[src/include/cpfam_map.svh]
// address map, register offsets, reset values and limits for the flag and map block
`ifndef CPFAM_MAP_SVH
`define CPFAM_MAP_SVH

`define CPFAM_ADDR_MIN   20'h00000
`define CPFAM_ADDR_MAX   20'hfffff
`define CPFAM_SFR_LO     20'h00000
`define CPFAM_SFR_HI     20'h002ff
`define CPFAM_RAM_LO     20'h00400
`define CPFAM_RAM_HI     20'h00dff
`define CPFAM_FLASH_LO   20'h02400
`define CPFAM_FLASH_HI   20'h02bff
`define CPFAM_ROM_LO     20'h04000
`define CPFAM_ROM_HI     20'h0ffff
`define CPFAM_VEC_LO     20'h0ffdc
`define CPFAM_VEC_HI     20'h0ffff

`define CPFAM_OFS_DAC0   10'h0d8
`define CPFAM_OFS_DAC1   10'h0da
`define CPFAM_OFS_DAC_CONTROL  10'h0dc
`define CPFAM_OFS_PDAT0  10'h0e0
`define CPFAM_OFS_PDAT1  10'h0e1
`define CPFAM_OFS_PDIR0  10'h0e2
`define CPFAM_OFS_PDIR1  10'h0e3
`define CPFAM_OFS_PDAT2  10'h0e4
`define CPFAM_OFS_PDAT3  10'h0e5
`define CPFAM_OFS_PDIR2  10'h0e6
`define CPFAM_OFS_PDIR3  10'h0e7
`define CPFAM_OFS_PDAT4  10'h0e8
`define CPFAM_OFS_PDAT5  10'h0e9
`define CPFAM_OFS_PDIR4  10'h0ea
`define CPFAM_OFS_PDIR5  10'h0eb
`define CPFAM_OFS_PDAT6  10'h0ec
`define CPFAM_OFS_PDIR6  10'h0ee
`define CPFAM_OFS_P2DRV  10'h0f4
`define CPFAM_OFS_SER1FS 10'h0f5
`define CPFAM_OFS_PMODE  10'h0f8
`define CPFAM_OFS_XIRQEN 10'h0f9
`define CPFAM_OFS_IRQFLT 10'h0fa
`define CPFAM_OFS_KEYEN  10'h0fb
`define CPFAM_OFS_PUP0   10'h0fc
`define CPFAM_OFS_PUP1   10'h0fd

`define CPFAM_RST_REG    8'h00
`define CPFAM_RST_PDAT   8'h00
`define CPFAM_RST_PDIR   8'h00
`define CPFAM_RST_SP     16'h0000
`define CPFAM_RST_IPL    3'h0
`define CPFAM_RST_FLAG   1'b0
`define CPFAM_UNDEF_RD   8'h00
`define CPFAM_TRAP_MAX   6'h1f

`endif

[src/include/cpfam_pkg.sv]
// types shared by the flag and address map block
package cpfam_pkg;

  typedef enum logic [2:0] {
    REG_NONE,
    REG_SFR,
    REG_RAM,
    REG_FLASH,
    REG_ROM
  } cpfam_region_t;

  typedef struct packed {
    logic [6:0][7:0]  pdat;
    logic [6:0][7:0]  pdir;
    logic [10:0][7:0] misc;
    logic [6:0][7:0]  pin_s1;
    logic [6:0][7:0]  pin_s2;
    logic [15:0]      interrupt_stack_pointer;
    logic [15:0]      user_stack_pointer;
    logic             u;
    logic             ie;
    logic [2:0]       processor_priority_level;
    logic [7:0]       rdata;
  } cpfam_state_t;

endpackage

[src/hdl/cpfam_top.sv]
// stack select and priority flags, address decode and peripheral register area
//
// The plain strobed port was decided locally.
`timescale 1ns/1ps
`include "cpfam_map.svh"

module cpfam_top
  import cpfam_pkg::*;
(
  input  wire logic        sys_clk,
  input  wire logic        arst_n,
  input  wire logic [19:0] reg_addr,
  input  wire logic [7:0]  reg_wdata,
  input  wire logic        reg_wr,
  input  wire logic        reg_rd,
  output logic [7:0]       reg_rdata,
  output cpfam_region_t    mem_region,
  output logic             mem_vector,
  output logic             mem_wr,
  output logic             mem_rd,
  input  wire logic [7:0]  mem_rdata,
  input  wire logic        flg_wr,
  input  wire logic        flg_u,
  input  wire logic        flg_ie,
  input  wire logic [2:0]  flg_ipl,
  input  wire logic        irq_req,
  input  wire logic [2:0]  irq_prio,
  output logic             irq_ack,
  input  wire logic        trap_exec,
  input  wire logic [5:0]  trap_num,
  input  wire logic        act_sp_wr,
  input  wire logic        isp_wr,
  input  wire logic        usp_wr,
  input  wire logic [15:0] sp_wdata,
  output logic [15:0]      active_sp,
  output logic             sp_in_ram,
  output logic             flag_u,
  output logic             flag_ie,
  output logic [2:0]       flag_ipl,
  output logic             flag_rsv,
  input  wire logic [55:0] port_din,
  output logic [55:0]      port_dout,
  output logic [55:0]      port_oe,
  output logic [7:0]       dac0_value,
  output logic [7:0]       dac1_value,
  output logic [7:0]       dac_ctrl,
  output logic [15:0]      pullup_ctrl
);

  cpfam_state_t  q;
  cpfam_state_t  d;
  cpfam_region_t bus_region;
  cpfam_region_t sp_region;
  logic          bus_vec;
  logic          irq_take;
  logic          trap_take;
  logic [9:0]    ofs;
  logic [2:0]    rd_pd;
  logic [2:0]    rd_pr;
  logic [3:0]    rd_mi;

  function automatic logic [2:0] pdat_idx(input logic [9:0] o);
    case (o)
      `CPFAM_OFS_PDAT0: pdat_idx = 3'h0;
      `CPFAM_OFS_PDAT1: pdat_idx = 3'h1;
      `CPFAM_OFS_PDAT2: pdat_idx = 3'h2;
      `CPFAM_OFS_PDAT3: pdat_idx = 3'h3;
      `CPFAM_OFS_PDAT4: pdat_idx = 3'h4;
      `CPFAM_OFS_PDAT5: pdat_idx = 3'h5;
      `CPFAM_OFS_PDAT6: pdat_idx = 3'h6;
      default:          pdat_idx = 3'h7;
    endcase
  endfunction

  function automatic logic [2:0] pdir_idx(input logic [9:0] o);
    case (o)
      `CPFAM_OFS_PDIR0: pdir_idx = 3'h0;
      `CPFAM_OFS_PDIR1: pdir_idx = 3'h1;
      `CPFAM_OFS_PDIR2: pdir_idx = 3'h2;
      `CPFAM_OFS_PDIR3: pdir_idx = 3'h3;
      `CPFAM_OFS_PDIR4: pdir_idx = 3'h4;
      `CPFAM_OFS_PDIR5: pdir_idx = 3'h5;
      `CPFAM_OFS_PDIR6: pdir_idx = 3'h6;
      default:          pdir_idx = 3'h7;
    endcase
  endfunction

  function automatic logic [3:0] misc_idx(input logic [9:0] o);
    case (o)
      `CPFAM_OFS_DAC0:   misc_idx = 4'h0;
      `CPFAM_OFS_DAC1:   misc_idx = 4'h1;
      `CPFAM_OFS_DAC_CONTROL:  misc_idx = 4'h2;
      `CPFAM_OFS_P2DRV:  misc_idx = 4'h3;
      `CPFAM_OFS_SER1FS: misc_idx = 4'h4;
      `CPFAM_OFS_PMODE:  misc_idx = 4'h5;
      `CPFAM_OFS_XIRQEN: misc_idx = 4'h6;
      `CPFAM_OFS_IRQFLT: misc_idx = 4'h7;
      `CPFAM_OFS_KEYEN:  misc_idx = 4'h8;
      `CPFAM_OFS_PUP0:   misc_idx = 4'h9;
      `CPFAM_OFS_PUP1:   misc_idx = 4'ha;
      default:           misc_idx = 4'hf;
    endcase
  endfunction

  cpfam_addr_dec u_bus_dec (
    .addr      (reg_addr),
    .region    (bus_region),
    .is_vector (bus_vec)
  );

  cpfam_addr_dec u_sp_dec (
    .addr      ({4'h0, active_sp}),
    .region    (sp_region),
    .is_vector ()
  );

  assign ofs   = reg_addr[9:0];
  assign rd_pd = pdat_idx(ofs);
  assign rd_pr = pdir_idx(ofs);
  assign rd_mi = misc_idx(ofs);

  assign irq_take  = irq_req && q.ie && (irq_prio > q.processor_priority_level);
  assign trap_take = trap_exec && (trap_num <= `CPFAM_TRAP_MAX);
  assign irq_ack   = irq_take;

  assign mem_region = bus_region;
  assign mem_vector = bus_vec;
  assign mem_wr     = reg_wr && (bus_region == REG_RAM);
  assign mem_rd     = reg_rd && (bus_region inside {REG_RAM, REG_FLASH, REG_ROM});

  always_comb begin
    d        = q;
    d.pin_s1 = port_din;
    d.pin_s2 = q.pin_s1;
    d.rdata  = `CPFAM_UNDEF_RD;
    if (reg_wr && bus_region == REG_SFR) begin
      if (rd_pd != 3'h7) begin
        d.pdat[rd_pd] = reg_wdata;
      end
      if (rd_pr != 3'h7) begin
        d.pdir[rd_pr] = reg_wdata;
      end
      if (rd_mi != 4'hf) begin
        d.misc[rd_mi] = reg_wdata;
      end
    end
    if (reg_rd) begin
      unique case (bus_region)
        REG_NONE: d.rdata = `CPFAM_UNDEF_RD;
        REG_SFR: begin
          if (rd_pd != 3'h7) begin
            d.rdata = (q.pdir[rd_pd] & q.pdat[rd_pd])
                    | (~q.pdir[rd_pd] & q.pin_s2[rd_pd]);
          end else if (rd_pr != 3'h7) begin
            d.rdata = q.pdir[rd_pr];
          end else if (rd_mi != 4'hf) begin
            d.rdata = q.misc[rd_mi];
          end
        end
        REG_RAM,
        REG_FLASH,
        REG_ROM: d.rdata = mem_rdata;
      endcase
    end
    if (flg_wr) begin
      d.u   = flg_u;
      d.ie  = flg_ie;
      d.processor_priority_level = flg_ipl;
    end
    if (irq_take || trap_take) begin
      d.u = 1'b0;
    end
    if (irq_take) begin
      d.ie = 1'b0;
    end
    if (isp_wr) begin
      d.interrupt_stack_pointer = sp_wdata;
    end
    if (usp_wr) begin
      d.user_stack_pointer = sp_wdata;
    end
    if (act_sp_wr) begin
      if (q.u) begin
        d.user_stack_pointer = sp_wdata;
      end else begin
        d.interrupt_stack_pointer = sp_wdata;
      end
    end
  end

  always_ff @(posedge sys_clk or negedge arst_n) begin
    if (!arst_n) begin
      // direction clears, data taken as zero
      q.pdat   <= {7{`CPFAM_RST_PDAT}};
      q.pdir   <= {7{`CPFAM_RST_PDIR}};
      q.misc   <= {11{`CPFAM_RST_REG}};
      q.pin_s1 <= {7{`CPFAM_RST_PDAT}};
      q.pin_s2 <= {7{`CPFAM_RST_PDAT}};
      q.interrupt_stack_pointer    <= `CPFAM_RST_SP;
      q.user_stack_pointer    <= `CPFAM_RST_SP;
      q.u      <= `CPFAM_RST_FLAG;
      q.ie     <= `CPFAM_RST_FLAG;
      q.processor_priority_level    <= `CPFAM_RST_IPL;
      q.rdata  <= `CPFAM_UNDEF_RD;
    end else begin
      q <= d;
    end
  end

  assign active_sp   = q.u ? q.user_stack_pointer : q.interrupt_stack_pointer;
  assign sp_in_ram   = (sp_region == REG_RAM);
  assign reg_rdata   = q.rdata;
  assign flag_u      = q.u;
  assign flag_ie     = q.ie;
  assign flag_ipl    = q.processor_priority_level;
  assign flag_rsv    = 1'b0;
  assign port_dout   = q.pdat;
  assign port_oe     = q.pdir;
  assign dac0_value  = q.misc[0];
  assign dac1_value  = q.misc[1];
  assign dac_ctrl    = q.misc[2];
  assign pullup_ctrl = {q.misc[10], q.misc[9]};
endmodule // cpfam_top

[src/hdl/cpfam_addr_dec.sv]
// decoder of the 1-Mbyte space into memory regions
`timescale 1ns/1ps
`include "cpfam_map.svh"

module cpfam_addr_dec
  import cpfam_pkg::*;
(
  input  wire logic [19:0] addr,
  output cpfam_region_t    region,
  output logic             is_vector
);

  always_comb begin
    region = REG_NONE;
    if (addr >= `CPFAM_SFR_LO && addr <= `CPFAM_SFR_HI) begin
      region = REG_SFR;
    end
    if (addr >= `CPFAM_RAM_LO && addr <= `CPFAM_RAM_HI) begin
      region = REG_RAM;
    end
    if (addr >= `CPFAM_FLASH_LO && addr <= `CPFAM_FLASH_HI) begin
      region = REG_FLASH;
    end
    if (addr >= `CPFAM_ROM_LO && addr <= `CPFAM_ROM_HI) begin
      region = REG_ROM;
    end
  end

  assign is_vector = (addr >= `CPFAM_VEC_LO) && (addr <= `CPFAM_VEC_HI);

endmodule // cpfam_addr_dec

[config.mk]
export PLATFORM = sky130hd
export DESIGN_NAME = cpfam_top
export DESIGN_NICKNAME = d
export VERILOG_FILES = /design/src/include/cpfam_pkg.sv /design/src/hdl/cpfam_top.sv /design/src/hdl/cpfam_addr_dec.sv
export VERILOG_INCLUDE_DIRS = /design/src /design/src/include
export SDC_FILE = /design/constraint.sdc
export NUM_CORES = 1
export LEC_CHECK = 0
export BUFFER_PORTS_ARGS = -buffer_cell sky130_fd_sc_hd__buf_4
export CORE_AREA = 2 2 172 174
export CTS_CLUSTER_DIAMETER = 150
export DETAILED_ROUTE_END_ITERATION = 8
export DIE_AREA = 0 0 174 176
export GPL_TIMING_DRIVEN = 0
export PLACE_DENSITY = 0.89
export SYNTH_ARGS = -nofsm -noshare
export SYNTH_HDL_FRONTEND = slang
export SYNTH_SLANG_ARGS = --single-unit
[constraint.sdc]
create_clock -name sys_clk -period 5.4 [get_ports sys_clk]
set_input_delay 0.54 -clock sys_clk [delete_from_list [all_inputs] [get_ports sys_clk]]
set_output_delay 0.54 -clock sys_clk [all_outputs]
set_load 0.01 [all_outputs]
* Yosys cells after proc, flatten, opt, wreduce, memory -nomap -nowiden
Cells that the tools add are included.
** Storage, ports and cells
- Input bits :: 132
- Output and inout port bits :: 190
- Register bits after elaboration :: 357
- Logic and storage cells :: 178
** Operators by class
- Order comparisons :: 25
- Bitwise operators :: 4
- Multiplexer cells :: 44
- Equality and inequality tests :: 33
- Reduce and logical (&&, ||, !) cells :: 27
** Operator list (count)
- $eq A10 B8 Y1 const B :: 25
- $bwmux W56 :: 2
- $bmux W8 S3 :: 4
- $mux W8 :: 12
- $bwmux W88 :: 1
- $mux W16 :: 5
- $demux W8 S3 :: 2
- $pmux W4 S11 :: 1
- $pmux W3 S7 :: 2
- $bmux W8 S4 :: 1
- $demux W8 S4 :: 1
- $mux W32 :: 1
- $pmux W8 S3 :: 1
- $ge A20 B1 Y1 const B :: 1
- $ge A20 B11 Y1 const B :: 1
- $ge A20 B14 Y1 const B :: 1
- $ge A20 B15 Y1 const B :: 1
- $ge A20 B16 Y1 const B :: 1
- $le A20 B10 Y1 const B :: 1
- $le A20 B12 Y1 const B :: 1
- $le A20 B14 Y1 const B :: 1
- $le A20 B16 Y1 const B :: 1
- $logic_and A1 B1 Y1 :: 18
- $and A8 B8 Y8 :: 2
- other kinds (31) :: 46

* Depth between registers and ports, before layout
Gate-level depths: netlist (run 1).
- Depth in word-level cells :: 10
- Gate-level depth with buffers :: 11

* Modules after synthesis
Synthesis (run 1) repeated with hierarchy kept, for this count alone.
** Second synthesis, totals
- Cells, all modules :: 1368
- Area, all modules :: 16925.0 µm²
** By module, submodules not included
- cpfam_top :: area each 16594.7 µm², cells each 1322, sequential area each 8933.6 µm², instances 1
- cpfam_addr_dec :: area each 165.2 µm², cells each 23, sequential area each 0.0 µm², instances 2

* Worst setup path before layout (run 1)
OpenSTA, ideal clock, no wires.
- Kind :: in2reg
- Start :: in reg_addr[1]
- End :: reg q[209] (netlist bit)
- Path buffers :: 3
- Arrival time :: 2.728 ns
- Data required time :: 5.275 ns
- Stages :: 8
- Path slack :: 2.547 ns
- Cell sequence :: buf_6 > or4_4 > o32a_4 > nand2b_1 > clkbuf_1 > buf_2 > nor3_4 > mux2_2
** Between the ends
- Cells in the longest elaborated chain, start to end :: 9
- Elaborated cells on any way between the ends :: 38
- Those cells by class :: order compare (10); eq/ne (13); mux (8); reduce/logical (7)
** RTL lines
- start: declaration :: line cpfam_top.sv:12 : input wire logic [19:0] reg_addr,
- $ge A20 B1 Y1 (no line) / $le A20 B10 Y1 (equally long branches)
- $logic_and A1 B1 Y1 (no line)
- $mux W1 :: line cpfam_addr_dec.sv:15 : if (addr >= `CPFAM_SFR_LO && addr <= `CPFAM_SFR_HI) begin
- $mux W2 :: line cpfam_addr_dec.sv:18 : if (addr >= `CPFAM_RAM_LO && addr <= `CPFAM_RAM_HI) begin
- $mux W2 :: line cpfam_addr_dec.sv:21 : if (addr >= `CPFAM_FLASH_LO && addr <= `CPFAM_FLASH_HI) begin
- $mux W3 :: line cpfam_addr_dec.sv:24 : if (addr >= `CPFAM_ROM_LO && addr <= `CPFAM_ROM_HI) begin
- $eq A3 B1 Y1 :: line cpfam_top.sv:136 : if (reg_wr && bus_region == REG_SFR) begin
- $logic_and A1 B1 Y1 :: line cpfam_top.sv:136
- $reduce_and A2 Y1 (no line)
- end: declaration :: line cpfam_top.sv:50 : cpfam_state_t q;
Parallel ways exist; a longest one is shown, timed or not.
A chain may end at the register's enable or synchronous reset.

==> impl_results.rst, run 1 <==
.. list-table::
   :header-rows: 1

   * - Metric
     - Value
   * - Maximum number of pins on one net before global-route repair
     - 129
   * - Smallest setup slack after layout
     - 1.23 ns
   * - Crit-path slowest cell
     - sky130_fd_sc_hd__nor3_1
   * - Die height
     - 176 um
   * - Min-Delay Path Class
     - in2async
   * - Port buffer count
     - 312
   * - Hold WS
     - 0.0288 ns
   * - Multiplexer area fraction after synthesis
     - 17.7%
   * - Clock edge transition at the registers on the reported setup and hold paths
     - 0.06 ns
   * - Total Power Consumption
     - 6.04 mW
   * - Hold buffers post-CTS
     - 0
   * - Yosys top cell by area
     - sky130_fd_sc_hd__dfrtp_1
   * - Max Buffers Root-to-Sink
     - 3
   * - Area share of fa/ha/maj cells after synthesis
     - 0.221%
   * - Latest clock arrival within the worst-skew pair
     - 0.55 ns
   * - Total standard cell area after synthesis
     - 17000 um2
   * - Cell count after synthesis
     - 1404
   * - Largest family of logic cells by synthesized area
     - multiplexers
   * - Combinational power share
     - 7.2%
   * - Fraction of power consumed by sequential logic
     - 46.0%
   * - H-tree depth
     - 2
   * - Post-route clock period utilization
     - 77.1%
   * - Core Area
     - 28500 um2
   * - Crit path buf inv count
     - 3
   * - Clk root buf
     - sky130_fd_sc_hd__clkbuf_16
   * - Reg-to-Reg End
     - q[39]
   * - Number of flops mapped to enable cells by yosys
     - 0
   * - Static leakage power
     - 10.6 nW
   * - Vias after detailed routing
     - 13900
   * - Vias in the first global route
     - 13900
   * - DRC violation count after routing
     - 0
   * - WP data required
     - 5.83 ns
   * - Post-CTS setup buffer count
     - 0
   * - Total Neg Setup Slack
     - 0 ns
   * - Slowest stage delay, CP
     - 1.27 ns
   * - Power per cell area
     - 284 nW/um2
   * - Critical path's most frequent cell
     - sky130_fd_sc_hd__buf_2
   * - Proportion of register bits with asynchronous set or reset after synthesis
     - 100%
   * - Sw Ratio
     - 23.0%
   * - Number of slew-limit violations in the final report
     - 0
   * - Number of buffers created by CTS
     - 39
   * - Final count of hold timing violations
     - 0
   * - Antenna cell count
     - 0
   * - Pre-CTS setup slack
     - 0.863 ns
   * - Top-level port count
     - 322
   * - Area share of and/or/nand/nor cells after synthesis
     - 10.1%
   * - Crit Path Max Fanout
     - 10
   * - Number of cells traversed by the worst register-to-register path
     - 5
   * - Placement row count
     - 62
   * - Peak supply drop
     - 0.000317 V
   * - CP Class
     - in2reg
   * - Area growth from synthesis to layout
     - 25.0%
   * - Placed cells
     - 2102
   * - Drt first pass iters
     - 6
   * - RSZ-0062 raised after global routing
     - no
   * - Status
     - complete, no violations
   * - R2R Path Start
     - flag_u
   * - Overflow left after global routing
     - 0
   * - Headroom to the max-slew limit
     - 5.17%
   * - Detailed placer's ending HPWL
     - 40800 um
   * - Full die area
     - 30600 um2
   * - Maxcap violations
     - 0
   * - Total global-route track usage
     - 36.2%
   * - Post-synthesis sequential element count
     - 357
   * - Finish-stage setup viols
     - 0
   * - Final estimated routing congestion in global placement
     - 0.949
   * - CP startpoint kind
     - primary input
   * - Final #Nets
     - 1894
   * - Least-Margin Pin Slew
     - 1.41 ns
   * - Post-layout minimum cycle time
     - 4.17 ns
   * - Net count after synthesis
     - 1539
   * - Synthesized area per cell
     - 12.1 um2
   * - Critical path cell sequence
     - buf_4 > buf_2 > nand4b_1 > nor3_1 > buf_2 > a211oi_1 > nor4_1 > mux2i_1 > a21o_1 > nor2_1
   * - Xor and xnor fraction of the mapped netlist area
     - 0.0515%
   * - Number of distinct standard cells referenced by the synthesized netlist
     - 82
   * - Routed via count divided by cell count
     - 6.40
   * - Drt total wl
     - 56100 um
   * - Count of antenna-violating nets left after detailed routing
     - 0
   * - Clock power frac
     - 46.8%
   * - Fraction of layout cells with a size suffix above 1
     - 47.9%
   * - Area share of the leading cell type in the synthesized netlist
     - 52.5%
   * - Switching power of the nets
     - 1.39 mW
   * - Internal
     - 4.65 mW
   * - Arrival time at the worst endpoint
     - 4.60 ns
   * - Warnings, synthesis
     - 0
   * - Chip width
     - 174 um
   * - Most used DFF post-synth
     - sky130_fd_sc_hd__dfrtp_1
   * - Initial standard-cell utilization of the core
     - 59.6%
   * - Cell family with most CP delay
     - simple AND/OR/NAND/NOR gates
   * - Routed WL per cell
     - 25.8 um
   * - Main area contributors after synthesis
     - sky130_fd_sc_hd__dfrtp_1 52%, sky130_fd_sc_hd__mux2_2 17%, sky130_fd_sc_hd__buf_4 7.4%
   * - Register-to-register setup slack
     - 2.87 ns
   * - Compound-gate portion of the synthesized area
     - 10.1%
   * - DR iter-0 viols
     - 1558
   * - Post-CTS resize count
     - 0
   * - Non-filler cells in the finished layout
     - 2172
   * - Timing-limited maximum frequency
     - 0.240 GHz
   * - Wire length of the first global-routing pass
     - 83600 um
   * - Layout Skew
     - 0.0244 ns
   * - Antenna violations before repair
     - 0
   * - Filler instances
     - 1889
   * - TritonCTS sink count
     - 357
   * - Endpoint class of the critical path
     - register
   * - TritonCTS clock tree
     - built
   * - Register area share after synthesis
     - 52.5%
## kinds of logic after synthesis
logic type      after synthesis
compound gates              230
xor+xnor                      1
fa+ha+maj                     3
buf+inv                     250
flops                       357
mux                         268
other cells                   1
simple gates                294
## metrics by stage
| step | utilization (%) | instance area [um2] |
|---|---|---|
| finish | 74.5 | 21300 |
| global route | 74.5 | 21300 |
| CTS | 74.5 | 21300 |
| detailed placement | 69.7 | 19900 |
| global placement | 69.5 | 19800 |
| floorplan | - | 17000 |
## synth_stat cells (6+ instances only)
library cell                  n
sky130_fd_sc_hd__o31a_1       6
sky130_fd_sc_hd__or3_1        6
sky130_fd_sc_hd__a211o_1     10
sky130_fd_sc_hd__buf_4      168
sky130_fd_sc_hd__mux2i_1      9
sky130_fd_sc_hd__a22oi_1     15
sky130_fd_sc_hd__a211oi_1    11
sky130_fd_sc_hd__o31ai_1     12
sky130_fd_sc_hd__a21oi_1     28
sky130_fd_sc_hd__clkbuf_1    46
sky130_fd_sc_hd__mux2_2     259
sky130_fd_sc_hd__buf_2       17
sky130_fd_sc_hd__nor3_1      26
sky130_fd_sc_hd__a21o_1       8
sky130_fd_sc_hd__nor4_1      21
sky130_fd_sc_hd__dfrtp_1    357
sky130_fd_sc_hd__nand4_1     17
sky130_fd_sc_hd__o2111ai_1    9
sky130_fd_sc_hd__o221ai_1     9
sky130_fd_sc_hd__nand2_1     46
sky130_fd_sc_hd__a32o_1       7
sky130_fd_sc_hd__o22ai_1     27
sky130_fd_sc_hd__inv_1       14
sky130_fd_sc_hd__and3_1      24
sky130_fd_sc_hd__nor2b_1      6
sky130_fd_sc_hd__nor2_1      64
sky130_fd_sc_hd__o21ai_0     25
sky130_fd_sc_hd__nand3_1     28
sky130_fd_sc_hd__or4_1        7
sky130_fd_sc_hd__nor3_2       8
## registers in the layout, summed over array words and instances (netlist names)
signal       flops
port_oe         56
q              136
flag_ie          1
dac0_value       8
pullup_ctrl     16
dac_ctrl         8
reg_rdata        8
flag_ipl         3
dac1_value       8
flag_u           1
port_dout       56
d               56
## cell type report
cell class                 count  area, um2  share of cell area (%)
buffer                       236       1550                    7.26
clock buffer                  50       1090                    5.12
clock inverter                20        277                    1.30
inverter                      14       52.6                   0.247
multi-input combinational    797       6500                    30.5
sequential                   357       8930                    42.0
tap                          384        480                    2.26
timing repair buffer         314       2400                    11.3
## placed cells by master, fill, tap and decap left out, types with 6 or more instances in the layout
master                      Yosys  routed
sky130_fd_sc_hd__nor2_1        64      64
sky130_fd_sc_hd__nor3_2         8       8
sky130_fd_sc_hd__or4_1          7       7
sky130_fd_sc_hd__nand3_1       28      28
sky130_fd_sc_hd__inv_1         14      14
sky130_fd_sc_hd__nor4_1        21      20
sky130_fd_sc_hd__or3_1          6       6
sky130_fd_sc_hd__a22oi_1       15      15
sky130_fd_sc_hd__clkinv_2       0       8
sky130_fd_sc_hd__clkbuf_1      46      51
sky130_fd_sc_hd__buf_4        168     479
sky130_fd_sc_hd__o31ai_1       12      12
sky130_fd_sc_hd__bufinv_16      0       6
sky130_fd_sc_hd__dfrtp_1      357     357
sky130_fd_sc_hd__a32o_1         7       7
sky130_fd_sc_hd__nand2_1       46      46
sky130_fd_sc_hd__o2111ai_1      9       9
sky130_fd_sc_hd__nand4_1       17      17
sky130_fd_sc_hd__nor3_1        26      26
sky130_fd_sc_hd__a21o_1         8       8
sky130_fd_sc_hd__o221ai_1       9       9
sky130_fd_sc_hd__o21ai_0       25      25
sky130_fd_sc_hd__and3_1        24      24
sky130_fd_sc_hd__a21oi_1       28      28
sky130_fd_sc_hd__o22ai_1       27      27
sky130_fd_sc_hd__clkbuf_16      0      40
sky130_fd_sc_hd__mux2i_1        9       9
sky130_fd_sc_hd__nor2b_1        6       6
sky130_fd_sc_hd__a211oi_1      11      11
sky130_fd_sc_hd__o31a_1         6       6
sky130_fd_sc_hd__buf_2         17      17
sky130_fd_sc_hd__mux2_2       259     259
sky130_fd_sc_hd__a211o_1       10      10
## how the worst max path moves through the flow
stage,startpoint,end,cells after the start
after floorplan,reg_addr[1],q[209],8
after global placement,arst_n,pullup_ctrl[12],1
after detailed placement,reg_addr[8],reg_rdata[0],11
after CTS,reg_addr[8],reg_rdata[0],11
after global routing,reg_addr[5],reg_rdata[2],10
final,reg_addr[5],reg_rdata[2],10
## metal layers
metal / share of wire (%) / routed length, um / up-vias / global-route usage (%)
met5: 0 / 0 / - / 0
met4: 5.6 / 3120 / 0 / 17.4
met3: 12 / 6490 / 230 / 9.52
met2: 46 / 25600 / 1012 / 56.6
met1: 37 / 20900 / 6919 / 47.4
li1: - / - / 5733 / -
## power groups by stage
stage               Combinational (mW)  Sequential (mW)  Clock (mW)
finish                           0.436             2.78        2.83
global route                     0.469             2.79        2.96
CTS                              0.434             2.78        2.83
detailed placement               0.431             2.83           0
global placement                 0.414             2.82           0
floorplan                        0.182             2.82           0
No activity file was read; power rests on OpenSTA's default activity.
==> run 2, diff against run 1 <==
Settings changed: CORE_AREA 2 2 172 174 to 2 2 178 180, DIE_AREA 0 0 174 176 to 0 0 180 182, PLACE_DENSITY 0.89 to 0.85.
Clock period 5.4 ns to 4.2 ns, I/O delays scaled along.
==> run 2 against run 1 <==
Net effect:
- cell area increased by 2.6%
- wire length increased by 1.8%
- utilization shrank 4.1 points
- register-to-register slack got worse by 1.2 ns
- sequential power up 28%
- clock power is 23% higher
- clock skew shrank 0.0046 ns
- power grew 27%
- first-iteration DRC count decreased by 7.4%
==> impl_results.rst, run 2 (same netlist as run 1, synthesis figures left out) <==
.. list-table::
   :header-rows: 1

   * - Metric
     - Value
   * - Biggest register
     - q
   * - Total global-route track usage
     - 34.5% (-1.7 points)
   * - Status
     - complete, no violations
   * - DR iter-0 viols
     - 1443 (-7.4%)
   * - Least-Margin Pin Slew
     - 1.32 ns (-0.0931 ns)
   * - CP startpoint kind
     - primary input
   * - Slowest stage delay, CP
     - 1.19 ns (-0.08 ns)
   * - Arrival time at the worst endpoint
     - 4.47 ns (-0.13 ns)
   * - Antenna cell count
     - 0 (unchanged)
   * - Crit Path Max Fanout
     - 10 (unchanged)
   * - Total Power Consumption
     - 7.67 mW (+27%)
   * - Count of antenna-violating nets left after detailed routing
     - 0 (unchanged)
   * - Antenna violations before repair
     - 0 (unchanged)
   * - DRC violation count after routing
     - 0 (unchanged)
   * - Post-layout minimum cycle time
     - 4.02 ns
   * - Highest-count cells in the layout ignoring fill and taps
     - 479 x sky130_fd_sc_hd__buf_4, 357 x sky130_fd_sc_hd__dfrtp_1, 259 x sky130_fd_sc_hd__mux2_2
   * - Largest register FFs
     - 136 (unchanged)
   * - Min-Delay Path Class
     - in2reg
   * - Headroom to the max-slew limit
     - 11.4% (+6.3 points)
   * - Endpoint class of the critical path
     - register
   * - RSZ-0062 raised after global routing
     - no
   * - Number of slew-limit violations in the final report
     - 0 (unchanged)
   * - TritonCTS sink count
     - 357 (unchanged)
   * - Register-to-register setup slack
     - 1.72 ns (-1.15 ns)
   * - Fraction of layout cells with a size suffix above 1
     - 46.3% (-1.6 points)
   * - H-tree depth
     - 2 (unchanged)
   * - Post-CTS resize count
     - 0 (unchanged)
   * - Standard cell area after detailed placement
     - 19900 um2 (+0.16%)
   * - Overflow left after global routing
     - 0 (unchanged)
   * - WP data required
     - 4.65 ns (-1.18 ns)
   * - CP Class
     - in2reg
   * - Final instance area
     - 21800 um2 (+2.6%)
   * - Cell family with most CP delay
     - simple AND/OR/NAND/NOR gates
   * - Final #Nets
     - 1952 (+3.1%)
   * - R2R Path Start
     - flag_u
   * - Timing-limited maximum frequency
     - 0.249 GHz
   * - Top-level port count
     - 322 (unchanged)
   * - Post-route clock period utilization
     - 95.8%
   * - Initial standard-cell utilization of the core
     - 54.9% (-4.7 points)
   * - Vias in the first global route
     - 14100 (+1.8%)
   * - Critical path's most frequent cell
     - sky130_fd_sc_hd__buf_2
   * - Crit-path slowest cell
     - sky130_fd_sc_hd__nor3_1
   * - Hold WS
     - 0.0950 ns (+0.0662 ns)
   * - Most common cell after layout, fill and taps aside
     - sky130_fd_sc_hd__buf_4
   * - Number of buffers created by CTS
     - 39 (unchanged)
   * - Detailed placer's ending HPWL
     - 41100 um (+0.72%)
   * - Latest clock arrival within the worst-skew pair
     - 0.54 ns (about the same)
   * - Storage cell area
     - 8930 um2 (unchanged)
   * - Reg-to-Reg End
     - q[41]
   * - Final estimated routing congestion in global placement
     - 0.964 (+1.6%)
   * - Layout Skew
     - 0.0197 ns (-0.00465 ns)
   * - Number of cells traversed by the worst register-to-register path
     - 5 (unchanged)
   * - Maximum number of pins on one net before global-route repair
     - 126 (-2.3%)
   * - Chip width
     - 180 um (+3.4%)
   * - Full die area
     - 32800 um2 (+7.0%)
   * - Power per cell area
     - 351 nW/um2 (+24%)
   * - Drt first pass iters
     - 8 (+2)
   * - Routed WL per cell
     - 25.4 um (-1.6%)
   * - Routed via count divided by cell count
     - 6.17 (-3.6%)
   * - Filler instances
     - 2147 (+14%)
   * - Maxcap violations
     - 0 (unchanged)
   * - Final cell utilization of the core
     - 70.5% (-4.1 points)
   * - Finish-stage setup viols
     - 0 (unchanged)
   * - Combined area of the multi-input logic cells
     - 6490 um2 (about the same)
   * - Crit path to
     - reg_rdata[2]
   * - Port buffer count
     - 312 (unchanged)
   * - Launch point of the worst path
     - reg_addr[5]
   * - Drt total wl
     - 57100 um (+1.8%)
   * - Clk root buf
     - sky130_fd_sc_hd__clkbuf_16
   * - Core Area
     - 31000 um2 (+8.5%)
   * - Peak supply drop
     - 0.000347 V (+9.6%)
   * - Static leakage power
     - 10.8 nW (+2.1%)
   * - Logic depth of the worst path, buffers included
     - 10 (unchanged)
   * - Area growth from synthesis to layout
     - 28.3%
   * - Wire length of the first global-routing pass
     - 85900 um (+2.8%)
   * - Final count of hold timing violations
     - 0 (unchanged)
   * - Die height
     - 182 um (+3.4%)
   * - Critical path cell sequence
     - buf_4 > buf_2 > nand4b_1 > nor3_1 > buf_2 > a211oi_1 > nor4_1 > mux2i_1 > a21o_1 > nor2_1
   * - Max Buffers Root-to-Sink
     - 3 (unchanged)
   * - TritonCTS clock tree
     - built
   * - Placement row count
     - 65 (+4.8%)
   * - Vias after detailed routing
     - 13900 (-0.30%)
   * - Clock edge transition at the registers on the reported setup and hold paths
     - 0.06 ns (about the same)
   * - Total Neg Setup Slack
     - 0 ns (unchanged)
   * - Crit path buf inv count
     - 3 (unchanged)
## run 2: metal layers
metal  up-vias  track usage [%]  share of wire (%)
met1      6924             45.2                 39
li1       5852                -                  -
met3       190             7.80                9.6
met4         0             16.2                4.9
met5         -                0                  0
met2       887             54.8                 47
## run 2: area by class of cell
class                   count  area share (%)
flip-flops and latches    357            40.9
multi-input cells         797            29.7
repair buffers            372            13.7
plain buffers             236            7.08
clock buffers              54            5.14
well taps                 402            2.30
clock inverters            14           0.923
inverters                  14           0.241
## run 2: worst register-to-register path, cell delays in order (launching register included)
cell	delay, ns
sky130_fd_sc_hd__dfrtp_1	0.35
sky130_fd_sc_hd__clkbuf_1	0.46
sky130_fd_sc_hd__inv_1	0.08
sky130_fd_sc_hd__a21oi_1	0.56
sky130_fd_sc_hd__clkbuf_1	0.52
sky130_fd_sc_hd__mux2_2	0.41
## run 2: per-stage QoR
stage	setup WS [ns]	std cells
after global routing	0.354	2246
after detailed placement	0.116	2121
after CTS	0.662	2245
final	0.178	2246
after global placement	-0.448	2118
after floorplan	1.47	1404
## run 2: report_power, final
group	internal, mW	total [mW]	switching [mW]
combinational	0.270	0.603	0.333
sequential	3.54	3.57	0.0389
clock	2.07	3.49	1.42
total	5.87	7.67	1.79
## run 2: how the worst min path moves through the flow
stage                             from           end  slack [ns]  cells past startpoint
after global routing        flg_ipl[1]   flag_ipl[1]        0.09                      3
final                     mem_rdata[6]  reg_rdata[6]        0.09                      3
after detailed placement         d[58]         q[58]        0.33                      0
after floorplan                 arst_n        d[100]        0.12                      0
after global placement           d[49]         q[49]        0.33                      0
after CTS                 port_din[43]         d[88]       0.002                      1
## run 2: timing repair
| action | CTS | global route |
|---|---|---|
| endpoints found under the hold margin | 122 | 1 |
| hold buffers | 56 | 1 |
| buffers inserted | 0 | 0 |
==> run 3, diff against run 2 <==
Settings changed: CORE_AREA 2 2 178 180 to 2 2 177 179, DIE_AREA 0 0 180 182 to 0 0 179 181, SYNTH_HIERARCHICAL from default to 1.
==> run 3 against run 2 <==
Net effect:
- fmax increased by 3.9%
- critical path depth is 2 lower
- sequential power about the same
- combinational power rose by 13%
- via count fell by 2.9%
- hold slack improved by 0.035 ns
- global-route usage is 0.45 points higher
- largest power group unchanged
- critical endpoint is now sp_in_ram
- utilization up 0.81 points
- cell count down 2.0%
- setup slack better by 0.15 ns
==> impl_results.rst, run 3 <==
.. list-table::
   :header-rows: 1

   * - Metric
     - Value
   * - Number of cells on the worst hold path
     - 3 (unchanged)
   * - Storage cell area
     - 8930 um2 (unchanged)
   * - Power per cell area
     - 352 nW/um2 (about the same)
   * - Least-Margin Pin Slew
     - 1.20 ns (-0.120 ns)
   * - Register-to-register setup slack
     - 1.61 ns (-0.11 ns)
   * - Number of buffers created by CTS
     - 37 (-5.1%)
   * - Peak supply drop
     - 0.000320 V (-7.8%)
   * - Post-CTS resize count
     - 0 (unchanged)
   * - CP Class
     - reg2out
   * - Total Power Consumption
     - 7.60 mW (-0.83%)
   * - Wire length of the first global-routing pass
     - 83400 um (-2.9%)
   * - Filler instances
     - 2071 (-3.5%)
   * - Placed cells
     - 2078 (-2.0%)
   * - Post-route clock period utilization
     - 92.2% (-3.6 points)
   * - Final estimated routing congestion in global placement
     - 0.955 (-0.93%)
   * - Warnings, synthesis
     - 6 (+6)
   * - Core Area
     - 30300 um2 (-2.1%)
   * - Final count of hold timing violations
     - 0 (unchanged)
   * - Total global-route track usage
     - 34.9% (+0.45 points)
   * - Biggest register
     - q
   * - Hold worst-path end
     - flag_ipl[1]
   * - CP startpoint kind
     - register
   * - Total Neg Setup Slack
     - 0 ns (unchanged)
   * - Top-level port count
     - 322 (unchanged)
   * - Vias in the first global route
     - 13400 (-5.2%)
   * - R2R Path Start
     - port_oe[3]
   * - Launch point of the worst hold path
     - flg_ipl[1]
   * - Post-layout minimum cycle time
     - 3.87 ns (-0.149 ns)
   * - Area growth from synthesis to layout
     - 28.0%
   * - Placement row count
     - 64 (-1.5%)
   * - Chip width
     - 179 um (-0.56%)
   * - Vias after detailed routing
     - 13400 (-2.9%)
   * - Static leakage power
     - 10.6 nW (-2.3%)
   * - RSZ-0062 raised after global routing
     - no
   * - Fraction of layout cells with a size suffix above 1
     - 48.0% (+1.7 points)
   * - Combined area of the multi-input logic cells
     - 6410 um2 (-1.3%)
   * - Number of slew-limit violations in the final report
     - 0 (unchanged)
   * - Synthesized area per cell
     - 12.4 um2 (+2.3%)
   * - Overflow left after global routing
     - 0 (unchanged)
   * - Final #Nets
     - 1913 (-2.0%)
   * - Headroom to the max-slew limit
     - 19.5% (+8.0 points)
   * - Arrival time at the worst endpoint
     - 3.45 ns (-1.02 ns)
   * - H-tree depth
     - 2 (unchanged)
   * - Timing-limited maximum frequency
     - 0.258 GHz (+3.9%)
   * - Endpoint class of the critical path
     - output pin
   * - Reg-to-Reg End
     - reg_rdata[3]
   * - Layout Skew
     - 0.0127 ns (-0.00710 ns)
   * - Die height
     - 181 um (-0.55%)
   * - Max Buffers Root-to-Sink
     - 3 (unchanged)
   * - Cell count after synthesis
     - 1362 (-3.0%)
   * - TritonCTS clock tree
     - built
   * - DRC violation count after routing
     - 0 (unchanged)
   * - TritonCTS sink count
     - 357 (unchanged)
   * - Initial standard-cell utilization of the core
     - 55.7% (+0.75 points)
   * - Maxcap violations
     - 0 (unchanged)
   * - Crit Path Max Fanout
     - 10 (unchanged)
   * - Detailed placer's ending HPWL
     - 38900 um (-5.3%)
   * - Hold buffers post-CTS
     - 57 (+1.8%)
   * - Routed WL per cell
     - 25.7 um (+1.1%)
   * - Total standard cell area after synthesis
     - 16900 um2 (-0.71%)
   * - Post-CTS setup buffer count
     - 0 (unchanged)
   * - Full die area
     - 32400 um2 (-1.1%)
   * - Finish-stage setup viols
     - 0 (unchanged)
   * - Largest register FFs
     - 136 (unchanged)
   * - Drt total wl
     - 56500 um (-0.94%)
   * - DR iter-0 viols
     - 1852 (+28%)
   * - Number of cells traversed by the worst register-to-register path
     - 6 (+1)
   * - Clock edge transition at the registers on the reported setup and hold paths
     - 0.06 ns (about the same)
   * - Antenna violations before repair
     - 1 (+1)
   * - Most common cell after layout, fill and taps aside
     - sky130_fd_sc_hd__buf_4
   * - Status
     - complete, no violations
   * - Port buffer count
     - 314 (+0.64%)
   * - Min-Delay Path Class
     - in2reg
   * - Clk root buf
     - sky130_fd_sc_hd__clkbuf_16
   * - Count of antenna-violating nets left after detailed routing
     - 0 (unchanged)
   * - Maximum number of pins on one net before global-route repair
     - 127 (+0.79%)
   * - WP data required
     - 3.78 ns (-0.87 ns)
   * - Routed via count divided by cell count
     - 6.11 (-0.96%)
   * - Highest-count cells in the layout ignoring fill and taps
     - 478 x sky130_fd_sc_hd__buf_4, 357 x sky130_fd_sc_hd__dfrtp_1, 250 x sky130_fd_sc_hd__mux2_2
   * - Non-filler cells in the finished layout
     - 2201 (-2.0%)
   * - Latest clock arrival within the worst-skew pair
     - 0.55 ns (about the same)
   * - Drt first pass iters
     - 6 (-2)
## run 3: worst max-delay path by stage
stage | slack, ns | startpoint | endpoint | cells past startpoint
finish | 0.33 | flag_u | sp_in_ram | 8
global route | 0.22 | flag_u | sp_in_ram | 8
CTS | 0.40 | flag_u | sp_in_ram | 8
detailed placement | 0.24 | reg_addr[16] | reg_rdata[1] | 10
global placement | -0.45 | arst_n | q[27] | 1
floorplan | 1.33 | flag_u | sp_in_ram | 7
## run 3: routing by layer
| layer | up-vias | part of all wire [%] | global-route usage (%) |
|---|---|---|---|
| met2 | 905 | 46 | 54.7 |
| met3 | 179 | 10 | 6.48 |
| li1 | 5663 | - | - |
| met5 | - | 0 | 0 |
| met4 | 0 | 5.3 | 15.9 |
| met1 | 6698 | 38 | 47.3 |
## run 3: cell type report
type / instances / share of cell area (%)
clock buffer: 49 / 4.72
inverter: 11 / 0.191
tap: 396 / 2.29
buffer: 234 / 7.06
clock inverter: 15 / 0.943
antenna: 2 / 0.0231
multi-input combinational: 764 / 29.6
timing repair buffer: 373 / 13.8
sequential: 357 / 41.3
## run 3: report_power, final
group / leakage [nW] / internal [mW] / switching, mW
Combinational: 5.32 / 0.289 / 0.393
Clock: 0.602 / 1.92 / 1.43
Sequential: 4.64 / 3.53 / 0.0410
## run 3: critical path, cell delays in order, from the launching register on
cell and delay (ns):
sky130_fd_sc_hd__dfrtp_1 0.35, sky130_fd_sc_hd__clkbuf_1 0.41, sky130_fd_sc_hd__buf_1 0.52, sky130_fd_sc_hd__mux2_2 0.45
sky130_fd_sc_hd__nor4_1 0.47, sky130_fd_sc_hd__o2111ai_1 0.27, sky130_fd_sc_hd__o31ai_2 0.11, sky130_fd_sc_hd__nor3b_1 0.21
sky130_fd_sc_hd__buf_4 0.15
## run 3: per-stage QoR
step | utilization (%) | worst slack (ns) | hold slack (ns) | area, um2
2_1_floorplan | - | 1.33 | 0.124 | 16900
3_3_place_gp | 65.1 | -0.450 | 0.331 | 19800
3_5_place_dp | 65.3 | 0.240 | 0.335 | 19800
4_1_cts | 71.2 | 0.398 | 0.0846 | 21600
5_1_grt | 71.2 | 0.216 | 0.120 | 21600
6_report | 71.3 | 0.327 | 0.130 | 21600
